[config.mk]
export PLATFORM = sky130hd
export DESIGN_NAME = dfg_top
export DESIGN_NICKNAME = d
export VERILOG_FILES = /design/src/hw/dfg_pkg.sv /design/src/hw/dfg_sub_port.sv /design/src/hw/dfg_top.sv
export SDC_FILE = /design/constraint.sdc
export NUM_CORES = 1
export LEC_CHECK = 0
export BUFFER_PORTS_ARGS = -buffer_cell sky130_fd_sc_hd__buf_2
export CAP_MARGIN = 20
export CORE_MARGIN = 2
export CORE_UTILIZATION = 37
export DETAILED_ROUTE_END_ITERATION = 12
export MAX_ROUTING_LAYER = met4
export PLACE_DENSITY = 0.82
export SETUP_SLACK_MARGIN = 0.05
export SYNTH_ARGS = -nofsm -noshare
export SYNTH_HDL_FRONTEND = slang
export SYNTH_SLANG_ARGS = --single-unit
export TNS_END_PERCENT = 100
[constraint.sdc]
create_clock -name sys_clk_i -period 1.3 [get_ports sys_clk_i]
set_clock_uncertainty 0.2 [all_clocks]
set_input_delay 0.26 -clock sys_clk_i [delete_from_list [all_inputs] [get_ports sys_clk_i]]
set_output_delay 0.26 -clock sys_clk_i [all_outputs]
set_load 0.02 [all_outputs]
[src/hw/dfg_pkg.sv]
package dfg_pkg;

  // register map on the plain software port (word index)
  localparam logic [3:0] DFG_ADDR_FLAG = 4'h0;
  localparam logic [3:0] DFG_ADDR_GPIO_A = 4'h1;
  localparam logic [3:0] DFG_ADDR_GPIO_B = 4'h2;
  localparam logic [3:0] DFG_ADDR_STATUS = 4'h3;

  // flag register fields: one bit per subsystem
  localparam int DFG_FLAG_A_BIT = 0;
  localparam int DFG_FLAG_B_BIT = 1;
  // gpio register fields: data in [1:0], pin_direction_bits in [9:8]
  localparam int DFG_GPIO_DATA_LSB = 0;
  localparam int DFG_GPIO_DIR_LSB = 8;
  localparam int DFG_NUM_PINS = 2;
  // status register fields
  localparam int DFG_STAT_ROM_A_BIT = 0;
  localparam int DFG_STAT_ROM_B_BIT = 1;
  localparam int DFG_STAT_MEM_MODE_BIT = 2;

  // reset values
  localparam logic [1:0] DFG_FLAG_RST = 2'h0;
  localparam logic [1:0] DFG_DATA_RST = 2'h0;
  localparam logic [1:0] DFG_DIR_RST = 2'h0;
  localparam logic [15:0] DFG_RDATA_RST = 16'h0000;

  // strap capture sequencer
  typedef enum logic [1:0] {
    DFG_ST_RESET = 2'b00,
    DFG_ST_SAMPLE = 2'b01,
    DFG_ST_RUN = 2'b10
  } dfg_state_t;

  // per-subsystem pin group: input, output, output enable
  typedef struct packed {
    logic [1:0] pin_in;
    logic [1:0] pin_out;
    logic [1:0] pin_oe;
  } dfg_pins_t;

endpackage

[src/hw/dfg_sub_port.sv]
`timescale 1ns/1ps
// one subsystem's two general-purpose pins: data latch and direction bits
module dfg_sub_port
  import dfg_pkg::*;
(
  input wire logic sys_clk_i,
  input wire logic rst_n_i,
  input wire logic wr_en_i,
  input wire logic [15:0] wdata_i,
  input wire logic [1:0] pin_in_i,
  output logic [1:0] pin_out_o,
  output logic [1:0] pin_oe_o,
  output logic [15:0] rd_word_o
);

  logic [1:0] data_q;
  logic [1:0] dir_q;

  // software write latches values and directions
  always_ff @(posedge sys_clk_i or negedge rst_n_i) begin
    if (!rst_n_i) begin
      data_q <= DFG_DATA_RST;
      dir_q <= DFG_DIR_RST;
    end else if (wr_en_i) begin
      data_q <= wdata_i[DFG_GPIO_DATA_LSB +: DFG_NUM_PINS];
      dir_q <= wdata_i[DFG_GPIO_DIR_LSB +: DFG_NUM_PINS];
    end
  end

  // per-pin drive: output when direction bit is one
  genvar g;
  generate
    for (g = 0; g < DFG_NUM_PINS; g++) begin : g_pin
      assign pin_out_o[g] = data_q[g];
      assign pin_oe_o[g] = dir_q[g];
    end
  endgenerate

  // read back shows pin level, which follows the latch on output pins anyway
  always_comb begin
    rd_word_o = 16'h0000;
    rd_word_o[DFG_GPIO_DATA_LSB +: DFG_NUM_PINS] = pin_in_i;
    rd_word_o[DFG_GPIO_DIR_LSB +: DFG_NUM_PINS] = dir_q;
  end

endmodule // dfg_sub_port

[src/hw/dfg_top.sv]
// The placing of the registers and the plain strobed port were chosen for this implementation.
`timescale 1ns/1ps
//Behaviour
// - per-subsystem flag output latch, bit-writable
// - flags float while output-off input low
// - gpio write latches and drives output pins
// - gpio read returns present pin levels
// - per-pin direction bit selects input/output
// - memory mode: pin0 strap sets rom enable
module dfg_top
  import dfg_pkg::*;
(
  input wire logic sys_clk_i,
  input wire logic rst_n_i,
  input wire logic [3:0] addr_i,
  input wire logic [15:0] wdata_i,
  input wire logic wr_i,
  input wire logic rd_i,
  output logic [15:0] rdata_o,
  input wire logic out_off_n_i,
  input wire logic port_mode_select_i,
  output logic sub_a_flag_out_o,
  output logic sub_a_flag_out_oe_o,
  output logic sub_b_flag_out_o,
  output logic sub_b_flag_out_oe_o,
  input wire logic [1:0] sub_a_gen_pin_i,
  output logic [1:0] sub_a_gen_pin_o,
  output logic [1:0] sub_a_gen_pin_oe_o,
  input wire logic [1:0] sub_b_gen_pin_i,
  output logic [1:0] sub_b_gen_pin_o,
  output logic [1:0] sub_b_gen_pin_oe_o,
  output logic sub_a_rom_en_o,
  output logic sub_b_rom_en_o,
  output logic ext_memory_port_mode_o
);

  logic [1:0] flag_q;
  logic [15:0] rdata_q;
  logic rom_a_q;
  logic rom_b_q;
  logic mem_mode_q;
  dfg_state_t state_q;
  dfg_pins_t pins_a;
  dfg_pins_t pins_b;
  logic [15:0] word_a;
  logic [15:0] word_b;
  logic wr_a;
  logic wr_b;

  // address decode used by both write and read paths
  function automatic logic hit(input logic [3:0] a, input logic [3:0] reg_addr);
    hit = (a == reg_addr);
  endfunction

  assign wr_a = wr_i && hit(addr_i, DFG_ADDR_GPIO_A);
  assign wr_b = wr_i && hit(addr_i, DFG_ADDR_GPIO_B);

  // flag latch: each bit written alone, bit enable in [3:2] selects which
  always_ff @(posedge sys_clk_i or negedge rst_n_i) begin
    if (!rst_n_i) begin
      flag_q <= DFG_FLAG_RST;
    end else if (wr_i && hit(addr_i, DFG_ADDR_FLAG)) begin
      if (wdata_i[DFG_FLAG_A_BIT + 2]) begin
        flag_q[DFG_FLAG_A_BIT] <= wdata_i[DFG_FLAG_A_BIT];
      end
      if (wdata_i[DFG_FLAG_B_BIT + 2]) begin
        flag_q[DFG_FLAG_B_BIT] <= wdata_i[DFG_FLAG_B_BIT];
      end
    end
  end

  // output-off forces both flag pins to float; latch keeps its value
  assign sub_a_flag_out_o = flag_q[DFG_FLAG_A_BIT];
  assign sub_b_flag_out_o = flag_q[DFG_FLAG_B_BIT];
  assign sub_a_flag_out_oe_o = out_off_n_i;
  assign sub_b_flag_out_oe_o = out_off_n_i;

  assign pins_a.pin_in = sub_a_gen_pin_i;
  assign pins_b.pin_in = sub_b_gen_pin_i;

  dfg_sub_port u_port_a (
    .sys_clk_i(sys_clk_i),
    .rst_n_i(rst_n_i),
    .wr_en_i(wr_a),
    .wdata_i(wdata_i),
    .pin_in_i(pins_a.pin_in),
    .pin_out_o(pins_a.pin_out),
    .pin_oe_o(pins_a.pin_oe),
    .rd_word_o(word_a)
  );

  dfg_sub_port u_port_b (
    .sys_clk_i(sys_clk_i),
    .rst_n_i(rst_n_i),
    .wr_en_i(wr_b),
    .wdata_i(wdata_i),
    .pin_in_i(pins_b.pin_in),
    .pin_out_o(pins_b.pin_out),
    .pin_oe_o(pins_b.pin_oe),
    .rd_word_o(word_b)
  );

  assign sub_a_gen_pin_o = pins_a.pin_out;
  assign sub_a_gen_pin_oe_o = pins_a.pin_oe;
  assign sub_b_gen_pin_o = pins_b.pin_out;
  assign sub_b_gen_pin_oe_o = pins_b.pin_oe;

  // strap capture: one cycle after release, pins are inputs so straps are clean
  always_ff @(posedge sys_clk_i or negedge rst_n_i) begin
    if (!rst_n_i) begin
      state_q <= DFG_ST_RESET;
    end else begin
      unique case (state_q)
        DFG_ST_RESET: state_q <= DFG_ST_SAMPLE;
        DFG_ST_SAMPLE: state_q <= DFG_ST_RUN;
        DFG_ST_RUN: state_q <= DFG_ST_RUN;
        default: state_q <= DFG_ST_RESET;
      endcase
    end
  end

  // strap only counts in memory-port mode; host-port mode leaves rom off
  always_ff @(posedge sys_clk_i or negedge rst_n_i) begin
    if (!rst_n_i) begin
      rom_a_q <= 1'b0;
      rom_b_q <= 1'b0;
      mem_mode_q <= 1'b0;
    end else if (state_q == DFG_ST_SAMPLE) begin
      mem_mode_q <= port_mode_select_i;
      rom_a_q <= port_mode_select_i && sub_a_gen_pin_i[0];
      rom_b_q <= port_mode_select_i && sub_b_gen_pin_i[0];
    end
  end

  assign sub_a_rom_en_o = rom_a_q;
  assign sub_b_rom_en_o = rom_b_q;
  assign ext_memory_port_mode_o = mem_mode_q;

  // read data registered, valid only in the cycle after the strobe
  always_ff @(posedge sys_clk_i or negedge rst_n_i) begin
    if (!rst_n_i) begin
      rdata_q <= DFG_RDATA_RST;
    end else if (rd_i) begin
      rdata_q <= 16'h0000;
      if (hit(addr_i, DFG_ADDR_FLAG)) begin
        rdata_q[1:0] <= flag_q;
      end else if (hit(addr_i, DFG_ADDR_GPIO_A)) begin
        rdata_q <= word_a;
      end else if (hit(addr_i, DFG_ADDR_GPIO_B)) begin
        rdata_q <= word_b;
      end else if (hit(addr_i, DFG_ADDR_STATUS)) begin
        rdata_q[DFG_STAT_ROM_A_BIT] <= rom_a_q;
        rdata_q[DFG_STAT_ROM_B_BIT] <= rom_b_q;
        rdata_q[DFG_STAT_MEM_MODE_BIT] <= mem_mode_q;
      end
    end else begin
      rdata_q <= DFG_RDATA_RST;
    end
  end

  assign rdata_o = rdata_q;
endmodule // dfg_top

* Word level (Yosys, flattened, before mapping) *
Index checks and enable logic that the tools add are counted.

word-level totals
  flip-flop bits (word level) = 31
  logic and storage cells = 34

operators by class
  equality and inequality tests = 5
  mux-type cells = 8
  reduce and logical (&&, ||, !) cells = 10

operators with widths
  cell                                                 count
  2-to-1 mux 16 bit                                    1
  2-to-1 mux 14 bit                                    1
  2-to-1 mux 10 bit                                    1
  equality test 4 x 2 -> 1 bit, second input constant  2
  2-to-1 mux 7 bit                                     1
  2-to-1 mux 3 bit                                     2
  logical AND 1 bit                                    5
  equality test 4 x 1 -> 1 bit, second input constant  1
  zero test 4 bit                                      1
  one-hot mux 2 bit (2 select lines)                   1
  AND reduction 2 bit                                  2
  equality test 2 x 1 -> 1 bit, second input constant  1
  equality test 2 bit, second input constant           1
  zero test 2 bit                                      1
  2-to-1 mux 2 bit                                     1
  OR reduction 2 bit                                   1

* Longest topological paths before layout *
Gate-level depths: netlist of the first run.

  word-level depth = 6
  depth in mapped cells = 4
  mapped depth without buffers = 4

* Hierarchy *
From an unflattened synthesis of the first run, not the netlist that was laid out.

second synthesis, totals
  cell total of the unflattened synthesis = 143
  area total of the unflattened synthesis = 1680.4 um^2

modules (own cells, without submodules)
  module        times used  cells an instance  area each (um^2)  seq. area each (um^2)
  dfg_top       1           93                 1142.3            575.6
  dfg_sub_port  2           25                 269.0             100.1

* Worst setup path before layout of the first run *
Ideal clock, no wire load.

  path kind = input-to-reg
  start point = in addr_i[0]
  end point = reg flag_q[0]
  library setup time = 0.125 ns
  arrival time = 1.056 ns
  required time = 0.975 ns
  slack = -0.081 ns
  stages = 4
  buffers on the path = 1
  cells stage by stage = buf_6 > nor4_2 > nand3_1 > mux2_4

on the way
  cells in the longest elaborated chain, start to end = 3

RTL lines
  item                             RTL line       RTL
  from (decl)                      dfg_top.sv:15  input wire logic [3:0] addr_i,
  zero test 4 bit                  dfg_top.sv:52  hit = (a == reg_addr);
  logical AND 1 bit                dfg_top.sv:62  end else if (wr_i && hit(addr_i, DFG_ADDR_FLAG)) begin
  AND reduction 2 bit (no line)    -
  to (signal, indexed assignment)  dfg_top.sv:64  flag_q[DFG_FLAG_A_BIT] <= wdata_i[DFG_FLAG_A_BIT];
  to (signal, indexed assignment)  dfg_top.sv:67  flag_q[DFG_FLAG_B_BIT] <= wdata_i[DFG_FLAG_B_BIT];
  to (decl)                        dfg_top.sv:37  logic [1:0] flag_q;

No other way between the ends.
A chain may end at the register's enable or synchronous reset.

* Final worst setup path of the first run *
  start point = reg flag_q[1]
  end point = out sub_b_flag_out_o

RTL lines
  item       RTL line       RTL
  to (decl)  dfg_top.sv:24  output logic sub_b_flag_out_o,

No word-level cell between the ends.

==> results of run 1 <==
## registers in the layout (all words and copies together) (netlist names)
name,cells
ext_memory_port_mode_o,1
flag_q,2
rdata_o,5
state_q,2
sub_a_rom_en_o,1
sub_b_rom_en_o,1
u_port_a.pin_oe_o,2
u_port_a.pin_out_o,2
u_port_b.pin_oe_o,2
u_port_b.pin_out_o,2
## stage by stage
stage          cells  setup TNS (ps)  utilization  setup WS (ps)  cell area [um^2]
2_1_floorplan     91          -19.44            -         -3.297              1028
3_3_place_gp     150           -1523       0.4788         -152.4              1186
3_5_place_dp     150           -1893       0.4788         -201.9              1186
4_1_cts          162          -56.44       0.5621         -24.21              1393
5_1_grt          165          -605.0       0.5813         -69.47              1440
6_report         165          -32.58       0.5813         -15.86              1440
## cell type report
cell class | instances | area (um^2) | share of cell area
multi-input combinational | 53 | 421.7 | 0.2928
clock buffer | 3 | 22.52 | 0.01564
timing repair buffer | 55 | 442.9 | 0.3076
sequential | 20 | 500.5 | 0.3475
tap | 30 | 37.54 | 0.02606
inverter | 4 | 15.01 | 0.01043
## kinds of logic after synthesis
group                      share of synthesized area
other                                       0.003892
adders and majority gates                    0.02597
and+or+nand+nor                               0.1208
buffers and inverters                         0.1286
AOI/OAI and AO/OA                            0.04416
muxes                                         0.1571
DFF                                           0.5195
## synthesized netlist by cell type (all sizes together), types with 2 or more instances
master	instances
a22oi	2
and2b	2
buf	14
dfrtp	20
ha	2
inv	4
mux2	11
mux2i	2
nand3	7
nor2	7
o21ai	2
## metal layers
layer,up-vias,part of all wire,global-route usage
li1,362,-,-
met1,361,0.40,0.1993
met2,31,0.53,0.2619
met3,4,0.060,0.02151
met4,0,0.015,0.09350
met5,-,0,-
## where the power goes
group          total (mW)  internal, mW  switching (mW)
logic               0.572         0.310           0.263
clock network       0.284         0.108           0.176
registers           0.758         0.701          0.0570
total                1.61          1.12           0.496
## what timing repair did
action                                  4_1_cts  5_1_grt
resized for setup                            38        4
setup buffers                                 8        1
hold endpoints to repair                     20        3
hold buffers                                  1        2
pin swaps                                     0        1
endpoints found under the setup margin       20       21
## layout by cell type (no fill, tap or decap)
| cell type | n |
|---|---|
| and2b_1 | 2 |
| dlygate4sd3_1 | 3 |
| dfrtp_1 | 20 |
| ha_1 | 1 |
| clkbuf_4 | 3 |
| inv_1 | 3 |
| a22oi_1 | 2 |
| mux2_2 | 8 |
| nor4_4 | 1 |
| o2bb2ai_1 | 1 |
| mux2i_1 | 2 |
| buf_6 | 18 |
| nor3_1 | 1 |
| a2111oi_2 | 1 |
| ha_4 | 1 |
| nor2_1 | 7 |
| inv_2 | 1 |
| nand2b_1 | 1 |
| buf_2 | 18 |
| nand2_1 | 1 |
| conb_1 | 11 |
| nand3_2 | 3 |
| mux2_4 | 3 |
| or4_4 | 1 |
| nand3_1 | 4 |
| buf_4 | 16 |
| o21ai_1 | 1 |
| o21ai_0 | 1 |
## path summary, 6_finish.rpt
path | to | slack (ps) | startpoint
setup / recovery | sub_b_flag_out_o | -20 | flag_q[1]$_DFFE_PN0P_
setup reg to reg | sub_b_rom_en_o$_DFFE_PN0N_ | 90 | state_q[0]$_DFF_PN0_
max in group asynchronous | rdata_o[2]$_DFF_PN0_ | 350 | rst_n_i
hold reg to reg | u_port_b.pin_out_o[1]$_DFFE_PN0P_ | 350 | u_port_b.pin_out_o[1]$_DFFE_PN0P_
hold / removal | flag_q[1]$_DFFE_PN0P_ | 10 | wdata_i[1]
min in group asynchronous | u_port_a.pin_oe_o[1]$_DFFE_PN0P_ | 230 | rst_n_i
==> metrics, run 1 <==
IO Pins=61; synth top area cells=dfrtp_1, mux2_2, buf_4; pin count of the biggest net entering global routing=21; ys async rst share=1.000; number of flops mapped to enable cells by yosys=0; crit path cell chain=buf_6; unrepaired setup endpoints after global routing=yes; Clock Latency Late Sink=290 ps; PwrDens=about 1100 nW/um^2; Longest Clk Path Bufs=2; Fin. Hold Viols=0; H-tree levels=1; layout cells sized above 1=0.5481; failing checks=setup timing; post-route ant nets=0; antenna fix cells=0; area leader, netlist=dfrtp_1; Nets=between 150 and 200; CTS sink cnt=20; max incr delay on CP=420 ps; worst hold path type=in2reg; die height=approximately 55 um; GRT Util Overall=0.1638; post-route minimum period=1316 ps; WL final=roughly 2.1 mm; final setup margin=-15.86 ps; CP top delay family=flip-flops; area growth from synthesis to layout=49.48%; Worst Path Buf+Inv=1; Congestion Overflow GR=0; sequential-to-total area share from yosys stat=0.5195; routed len/inst=around 13 um; Avg Inst Size Synth=11.89 um^2; vias in the first global route=approximately 770; Port Buffer Count=36; global-route wire length before repair=roughly 3.4 mm; critical path fanouts, max=3; Fmax achieved=760.0 MHz; die area=between 3000 and 4000 um^2; Worst EP arrival=~860 ps; synthesized area=963.4 um^2; # setup viols final=4; Worst EP required=approximately 840 ps; TritonCTS buffer count=3; Iteration-0 DRC Markers=7; placement row count=18; hold path depth=2; total number of yosys warnings=0; Die X=55.03 um; Layout fillers=roughly 180; Final period util=1.012; Slew Viols, Final=0; effective utilization at floorplan=0.3889; core box area=about 2500 um^2; Root Driver=clkbuf_4; clk slew on worst S/H paths=around 110 ps; RePlAce Congestion=roughly 0.7; drt via density=around 4.6; Final Power=~1.6 mW; antenna violations before repair=0; crit path max-delay cell type=dfrtp_1; P_leak=0.7263 nW; Crit path depth=1; status=finished with violations; Setup crit end kind=primary output; CP Launch Type=flip-flop; #FFs+latches synth=20; TritonCTS clock tree=done; Peak supply drop=between 0.9 and 1 mV; HPWL after DPL=approximately 1.6 mm; synth unique cells=22; DRC=0; Vias=around 760; Synth top area share=0.5195; drt first pass iters=4; MaxCap Viol Count=0; Syn Inst Count=81; Worst Setup Path Type=reg2out; Min Hold Slack=10.71 ps; top_reg_cell synth=dfrtp_1; worst r2r path cells=4
No activity file was read; power rests on OpenSTA's default activity.
==> run 2: changes to the inputs <==
- CORE_ASPECT_RATIO: unset -> 1.4
- HOLD_SLACK_MARGIN: unset -> 0.05
- SLEW_MARGIN: unset -> 10
==> run 2 against run 1 <==
The flow still finishes with violations (setup timing). Cell count rose by 6.1%. Combinational power rose by 4.9%. Cell area rose by 4.4%. Total power rose by 6.1%. Clock power rose by 24%. Critical path depth did not move. Critical path type unchanged. Via count rose by 3.7%. Wire length rose by 1.1%. Largest power group unchanged. Clock-buffer cell count rose by 1. Largest cell class unchanged. Sequential power barely moved. Fmax fell by 0.19%.
==> metrics, run 2 (synthesized netlist as in run 1, its figures left out) <==
status=finished with violations; failing checks=setup timing; GRT Util Overall=0.1601; antenna violations before repair=0; Root Driver=clkbuf_4; most frequent cells in the layout=dfrtp_1, buf_2, buf_6; worst reg-to-reg setup slack=80 ps; Fin. Hold Viols=0; die area=about 3000 um^2; Congestion Overflow GR=0; critical path fanouts, max=3; IO Pins=61; Worst EP required=840 ps; Fmax achieved=758.5 MHz; crit path cell chain=buf_6; Worst Setup Path Type=reg2out; max incr delay on CP=between 400 and 500 ps; PwrDens=1138 nW/um^2; post-route minimum period=around 1300 ps; NetSw=~0.51 mW; area growth from synthesis to layout=56.10%; placement row count=21; max reg flops=5; RR Endpoint=ext_memory_port_mode_o$_DFFE_PN0N_; DRC=0; RePlAce Congestion=0.8208; Final Power=1.712 mW; unrepaired setup endpoints after global routing=yes; crit path max-delay cell type=dfrtp_1; core box area=approximately 2400 um^2; Setup crit end kind=primary output; clk slew on worst S/H paths=between 100 and 150 ps; Clk pwr share=0.205; H-tree levels=1; Clock Latency Late Sink=slightly below 300 ps; layout cells sized above 1=0.5248; Sw Share=0.2969; effective utilization at floorplan=0.3943; # setup viols final=6; P_leak=approximately 0.75 nW; vias in the first global route=774; pin count of the biggest net entering global routing=21; Worst Path Buf+Inv=1; Vias=approximately 790; Worst EP arrival=between 800 and 900 ps; TritonCTS clock tree=done; Min Hold Slack=~100 ps; HPWL after DPL=1.528 mm; CP Launch Type=flip-flop; post-route ant nets=0; Port Buffer Count=36; drt via density=between 4 and 5; most common cell after layout, fill and taps aside=dfrtp_1; crit path from=flag_q[0]$_DFFE_PN0P_; drt first pass iters=3; Longest Clk Path Bufs=2; Layout fillers=~200; global-route wire length before repair=roughly 3.3 mm; Crit path depth=1; worst hold path type=in2reg; Final period util=1.014; final setup margin=-18.34 ps; CP Capture Point=sub_a_flag_out_o; worst r2r path cells=3; CP top delay family=flip-flops; WL final=2.145 mm; die height=roughly 64 um; Comb pwr share=0.350; Slew Viols, Final=0; TNS Setup=-43.97 ps; Die X=47.13 um; RR Startpoint=state_q[1]$_DFF_PN0_; routed len/inst=12.26 um; Iteration-0 DRC Markers=32; MaxCap Viol Count=0; Nets=174; sequential share of power=0.444; Core Util, Final=0.6155; antenna fix cells=0; Peak supply drop=between 0.8 and 0.9 mV; CTS sink cnt=20; Cell Int Power=roughly 1.2 mW; TritonCTS buffer count=3
[run 2: cell count changes in the layout (fill, tap and decap cells not counted), sizes merged]
cell	previous run	this run
dlygate4sd3	3	8
clkbuf	3	4
[run 2: cell type report]
class / instances / area (um^2) / area share
clock buffer: 4 / 36.28 / 0.02413
inverter: 4 / 15.01 / 0.009983
multi-input combinational: 53 / 416.7 / 0.2770
sequential: 20 / 500.5 / 0.3328
tap: 34 / 42.54 / 0.02829
timing repair buffer: 60 / 493.0 / 0.3278
[run 2: how the worst min path moves through the flow]
stage,end,slack [ps],from,depth (start not counted)
floorplan,ext_memory_port_mode_o$_DFFE_PN0N_,-240,rst_n_i,0
global placement,rdata_o[0]$_DFF_PN0_,20,rst_n_i,1
detailed placement,rdata_o[0]$_DFF_PN0_,30,rst_n_i,1
CTS,rdata_o[1]$_DFF_PN0_,70,sub_a_gen_pin_i[1],3
global route,rdata_o[1]$_DFF_PN0_,90,rd_i,3
finish,rdata_o[1]$_DFF_PN0_,100,rd_i,3
[run 2: tightest hold or removal path, cell delays in order]
cell       delay, ps
buf_2            100
nand2_1          140
a2111oi_2         60
[run 2: what timing repair did]
action / CTS / global route
hold buffers: 8 / 0
pin swaps: 0 / 0
resized for setup: 37 / 4
endpoints found under the hold margin: 33 / 0
gates cloned: 0 / 0
setup buffers: 6 / 3
endpoints found under the setup margin: 19 / 20
[run 2: layer usage]
| metal | up-vias | GRT usage | share of wire |
|---|---|---|---|
| li1 | 377 | - | - |
| met1 | 378 | 0.1625 | 0.39 |
| met2 | 27 | 0.2757 | 0.55 |
| met3 | 4 | 0.02825 | 0.047 |
| met4 | 0 | 0.08333 | 0.016 |
| met5 | - | - | 0 |
[run 2: per-stage QoR]
stage	worst slack [ps]	cells	instance area, um^2
4_1_cts	-36.41	172	1470
2_1_floorplan	-3.297	91	1028
5_1_grt	-56.32	175	1504
6_report	-18.34	175	1504
3_5_place_dp	-212.8	154	1191
3_3_place_gp	-163.1	154	1191
[run 2: power groups by stage]
stage | registers (mW) | logic, mW | clock network, mW
after floorplan | 0.857 | 0.175 | 0
after global placement | 0.756 | 0.392 | 0
after detailed placement | 0.764 | 0.398 | 0
after CTS | 0.761 | 0.555 | 0.364
after global routing | 0.770 | 0.636 | 0.384
final | 0.760 | 0.600 | 0.352
==> run 3: changes to the inputs <==
- CORE_UTILIZATION: 37 -> 45
- PLACE_DENSITY: 0.82 -> 0.85
- SYNTH_HIERARCHICAL: unset -> 1
==> run 3 against run 2 <==
The run now ends clean. Synthesized cell count increased by 77%. Hold slack worse by 40 ps. Wire length grew 87%. Critical path depth stayed put. Non-clock buffer count is 29 higher. Die area up 40%. Sequential power up 47%. Cell count up 51%.
==> metrics, run 3 <==
max reg flops=16; post-route ant nets=0; die height=76.31 um; top_reg_cell synth=dfrtp_1; total number of yosys warnings=6; GR Layer Usage met3=0.04075; final setup margin=~11 ps; critical path fanouts, max=2; placement row count=26; Commonest cells post-synth=buf_4, dfrtp_1, a22oi_1; area leader, netlist=dfrtp_1; most common cell after layout, fill and taps aside=buf_6; area growth from synthesis to layout=51.97%; post-synthesis compound-gate area fraction=0.1057; vias in the first global route=~1300; most frequent cells in the layout=buf_6, dfrtp_1, buf_4; TNS Setup=0 ps; WL final=about 4 mm; HPWL after DPL=around 2.3 mm; Die X=approximately 56 um; layout cells sized above 1=0.5919; Iteration-0 DRC Markers=36; core box area=~3600 um^2; ys async rst share=1.000; die area=around 4200 um^2; Root Driver=clkbuf_8; Worst Setup Path Type=reg2out; Post-Synth XOR/XNOR Area=0; Synth top area share=0.4617; worst hold path type=in2reg; Place WS=-322.6 ps; worst reg-to-reg setup slack=50 ps; IO Pins=61; P_leak=roughly 1.3 nW; crit path cell chain=buf_6; Fmax achieved=about 780 MHz; post-route minimum period=approximately 1300 ps; Avg Inst Size Synth=11.75 um^2; placed cell area=~1900 um^2; effective utilization at floorplan=0.4654; top-count cell post-synth=buf_4; PwrDens=about 1200 nW/um^2; Slew Viols, Final=0; Worst Path Buf+Inv=1; Vias=1252; antenna fix cells=0; GRT Util Overall=0.1988; Longest Clk Path Bufs=2; Worst EP required=roughly 840 ps; Fin. Hold Viols=0; DRC=0; #FFs+latches synth=31; met1 Usage GRT=0.2203; Clock Latency Late Sink=between 200 and 300 ps; synth unique cells=31; clk slew on worst S/H paths=roughly 70 ps; # setup viols final=0; unrepaired setup endpoints after global routing=yes; Syn Inst Count=about 140; TritonCTS clock tree=done; mux cell area share after synthesis=0.09010; Port Buffer Count=47; CP top delay family=flip-flops; MaxCap Viol Count=0; Worst EP arrival=a little over 800 ps; synthesized area=roughly 1700 um^2; GR Layer Usage met2=0.3369; Final period util=0.9917; global-route wire length before repair=approximately 6.3 mm; Congestion Overflow GR=0; Nets=between 200 and 300; antenna violations before repair=0; final instance area=approximately 2600 um^2; status=finished clean; sequential-to-total area share from yosys stat=0.4617; main combinational cell family by area after synthesis=buffers and inverters; drt first pass iters=4; Synth Area in Adders=0.01489; CP Launch Type=flip-flop; CTS sink cnt=31; Peak supply drop=1.322 mV; drt via density=roughly 4.7; RePlAce Congestion=about 0.79; crit path max-delay cell type=dfrtp_1; synth top area cells=dfrtp_1, buf_4, mux2_2; number of flops mapped to enable cells by yosys=0; max incr delay on CP=about 400 ps; Synth Area in Simple Gates=0.1348; gr busiest metal=met2; TritonCTS buffer count=5; H-tree levels=2; Setup crit end kind=primary output; pin count of the biggest net entering global routing=18; routed len/inst=approximately 15 um
run 3: cell type report:
cell class	instances	area, um^2
fill	231	1057
timing repair buffer	89	815.8
multi-input combinational	91	777.0
sequential	31	775.7
clock buffer	6	82.58
tap	42	52.55
clock inverter	2	35.03
inverter	4	15.01
run 3: layer usage:
layer | part of all wire | routed length, um
met1 | 0.38 | 1509
met2 | 0.55 | 2219
met3 | 0.045 | 179
met4 | 0.024 | 97
met5 | 0 | 0
run 3: cell families after synthesis:
family                     count (synthesis)
adders and majority gates                  2
muxes                                     13
DFF                                       31
and+or+nand+nor                           31
AOI/OAI and AO/OA                         21
other                                      2
buffers and inverters                     43
run 3: metrics by stage:
step	std cells	util	total power [mW]	hold WS [ps]
final	265	0.7072	2.942	62.25
after CTS	257	0.6618	2.843	57.48
after global routing	265	0.7072	3.063	61.44
after detailed placement	228	0.5256	1.622	-2.775
after floorplan	165	-	1.534	-235.6
after global placement	228	0.5256	1.603	-13.37
run 3: timing repair:
action	CTS	global route
gates resized for setup	62	27
buffers inserted	14	9
pin swaps	4	9
hold buffers	7	0
hold endpoints to repair	41	0
endpoints found under the setup margin	39	46
gates cloned	0	0
run 3: worst reg2reg max path, stage by stage, from the launching register on:
cell      delay (ps)
dfrtp_1          400
buf_4            150
nand2b_1         160
a21oi_2          170
nor3_2            60
run 3: where the power goes:
group | switching [mW] | internal (mW) | leakage, nW
clock | 0.359 | 0.620 | 0.0612
sequential | 0.0668 | 1.05 | 0.405
combinational | 0.349 | 0.496 | 0.784
total | 0.775 | 2.17 | 1.25
run 3: path summary, 6_finish.rpt:
kind                                                     from                            endpoint  cells after the start
setup / recovery                   sub_b_rom_en_o$_DFFE_PN0N_                      sub_b_rom_en_o                      1
hold / removal                             sub_a_gen_pin_i[1]                rdata_o[1]$_DFF_PN0_                      2
setup reg to reg           ext_memory_port_mode_o$_DFFE_PN0N_                rdata_o[2]$_DFF_PN0_                      4
hold reg to reg             u_port_a/pin_out_o[0]$_DFFE_PN0P_   u_port_a/pin_out_o[0]$_DFFE_PN0P_                      2
max in group asynchronous                             rst_n_i    u_port_b/pin_oe_o[0]$_DFFE_PN0P_                      3
min in group asynchronous                             rst_n_i  ext_memory_port_mode_o$_DFFE_PN0N_                      2
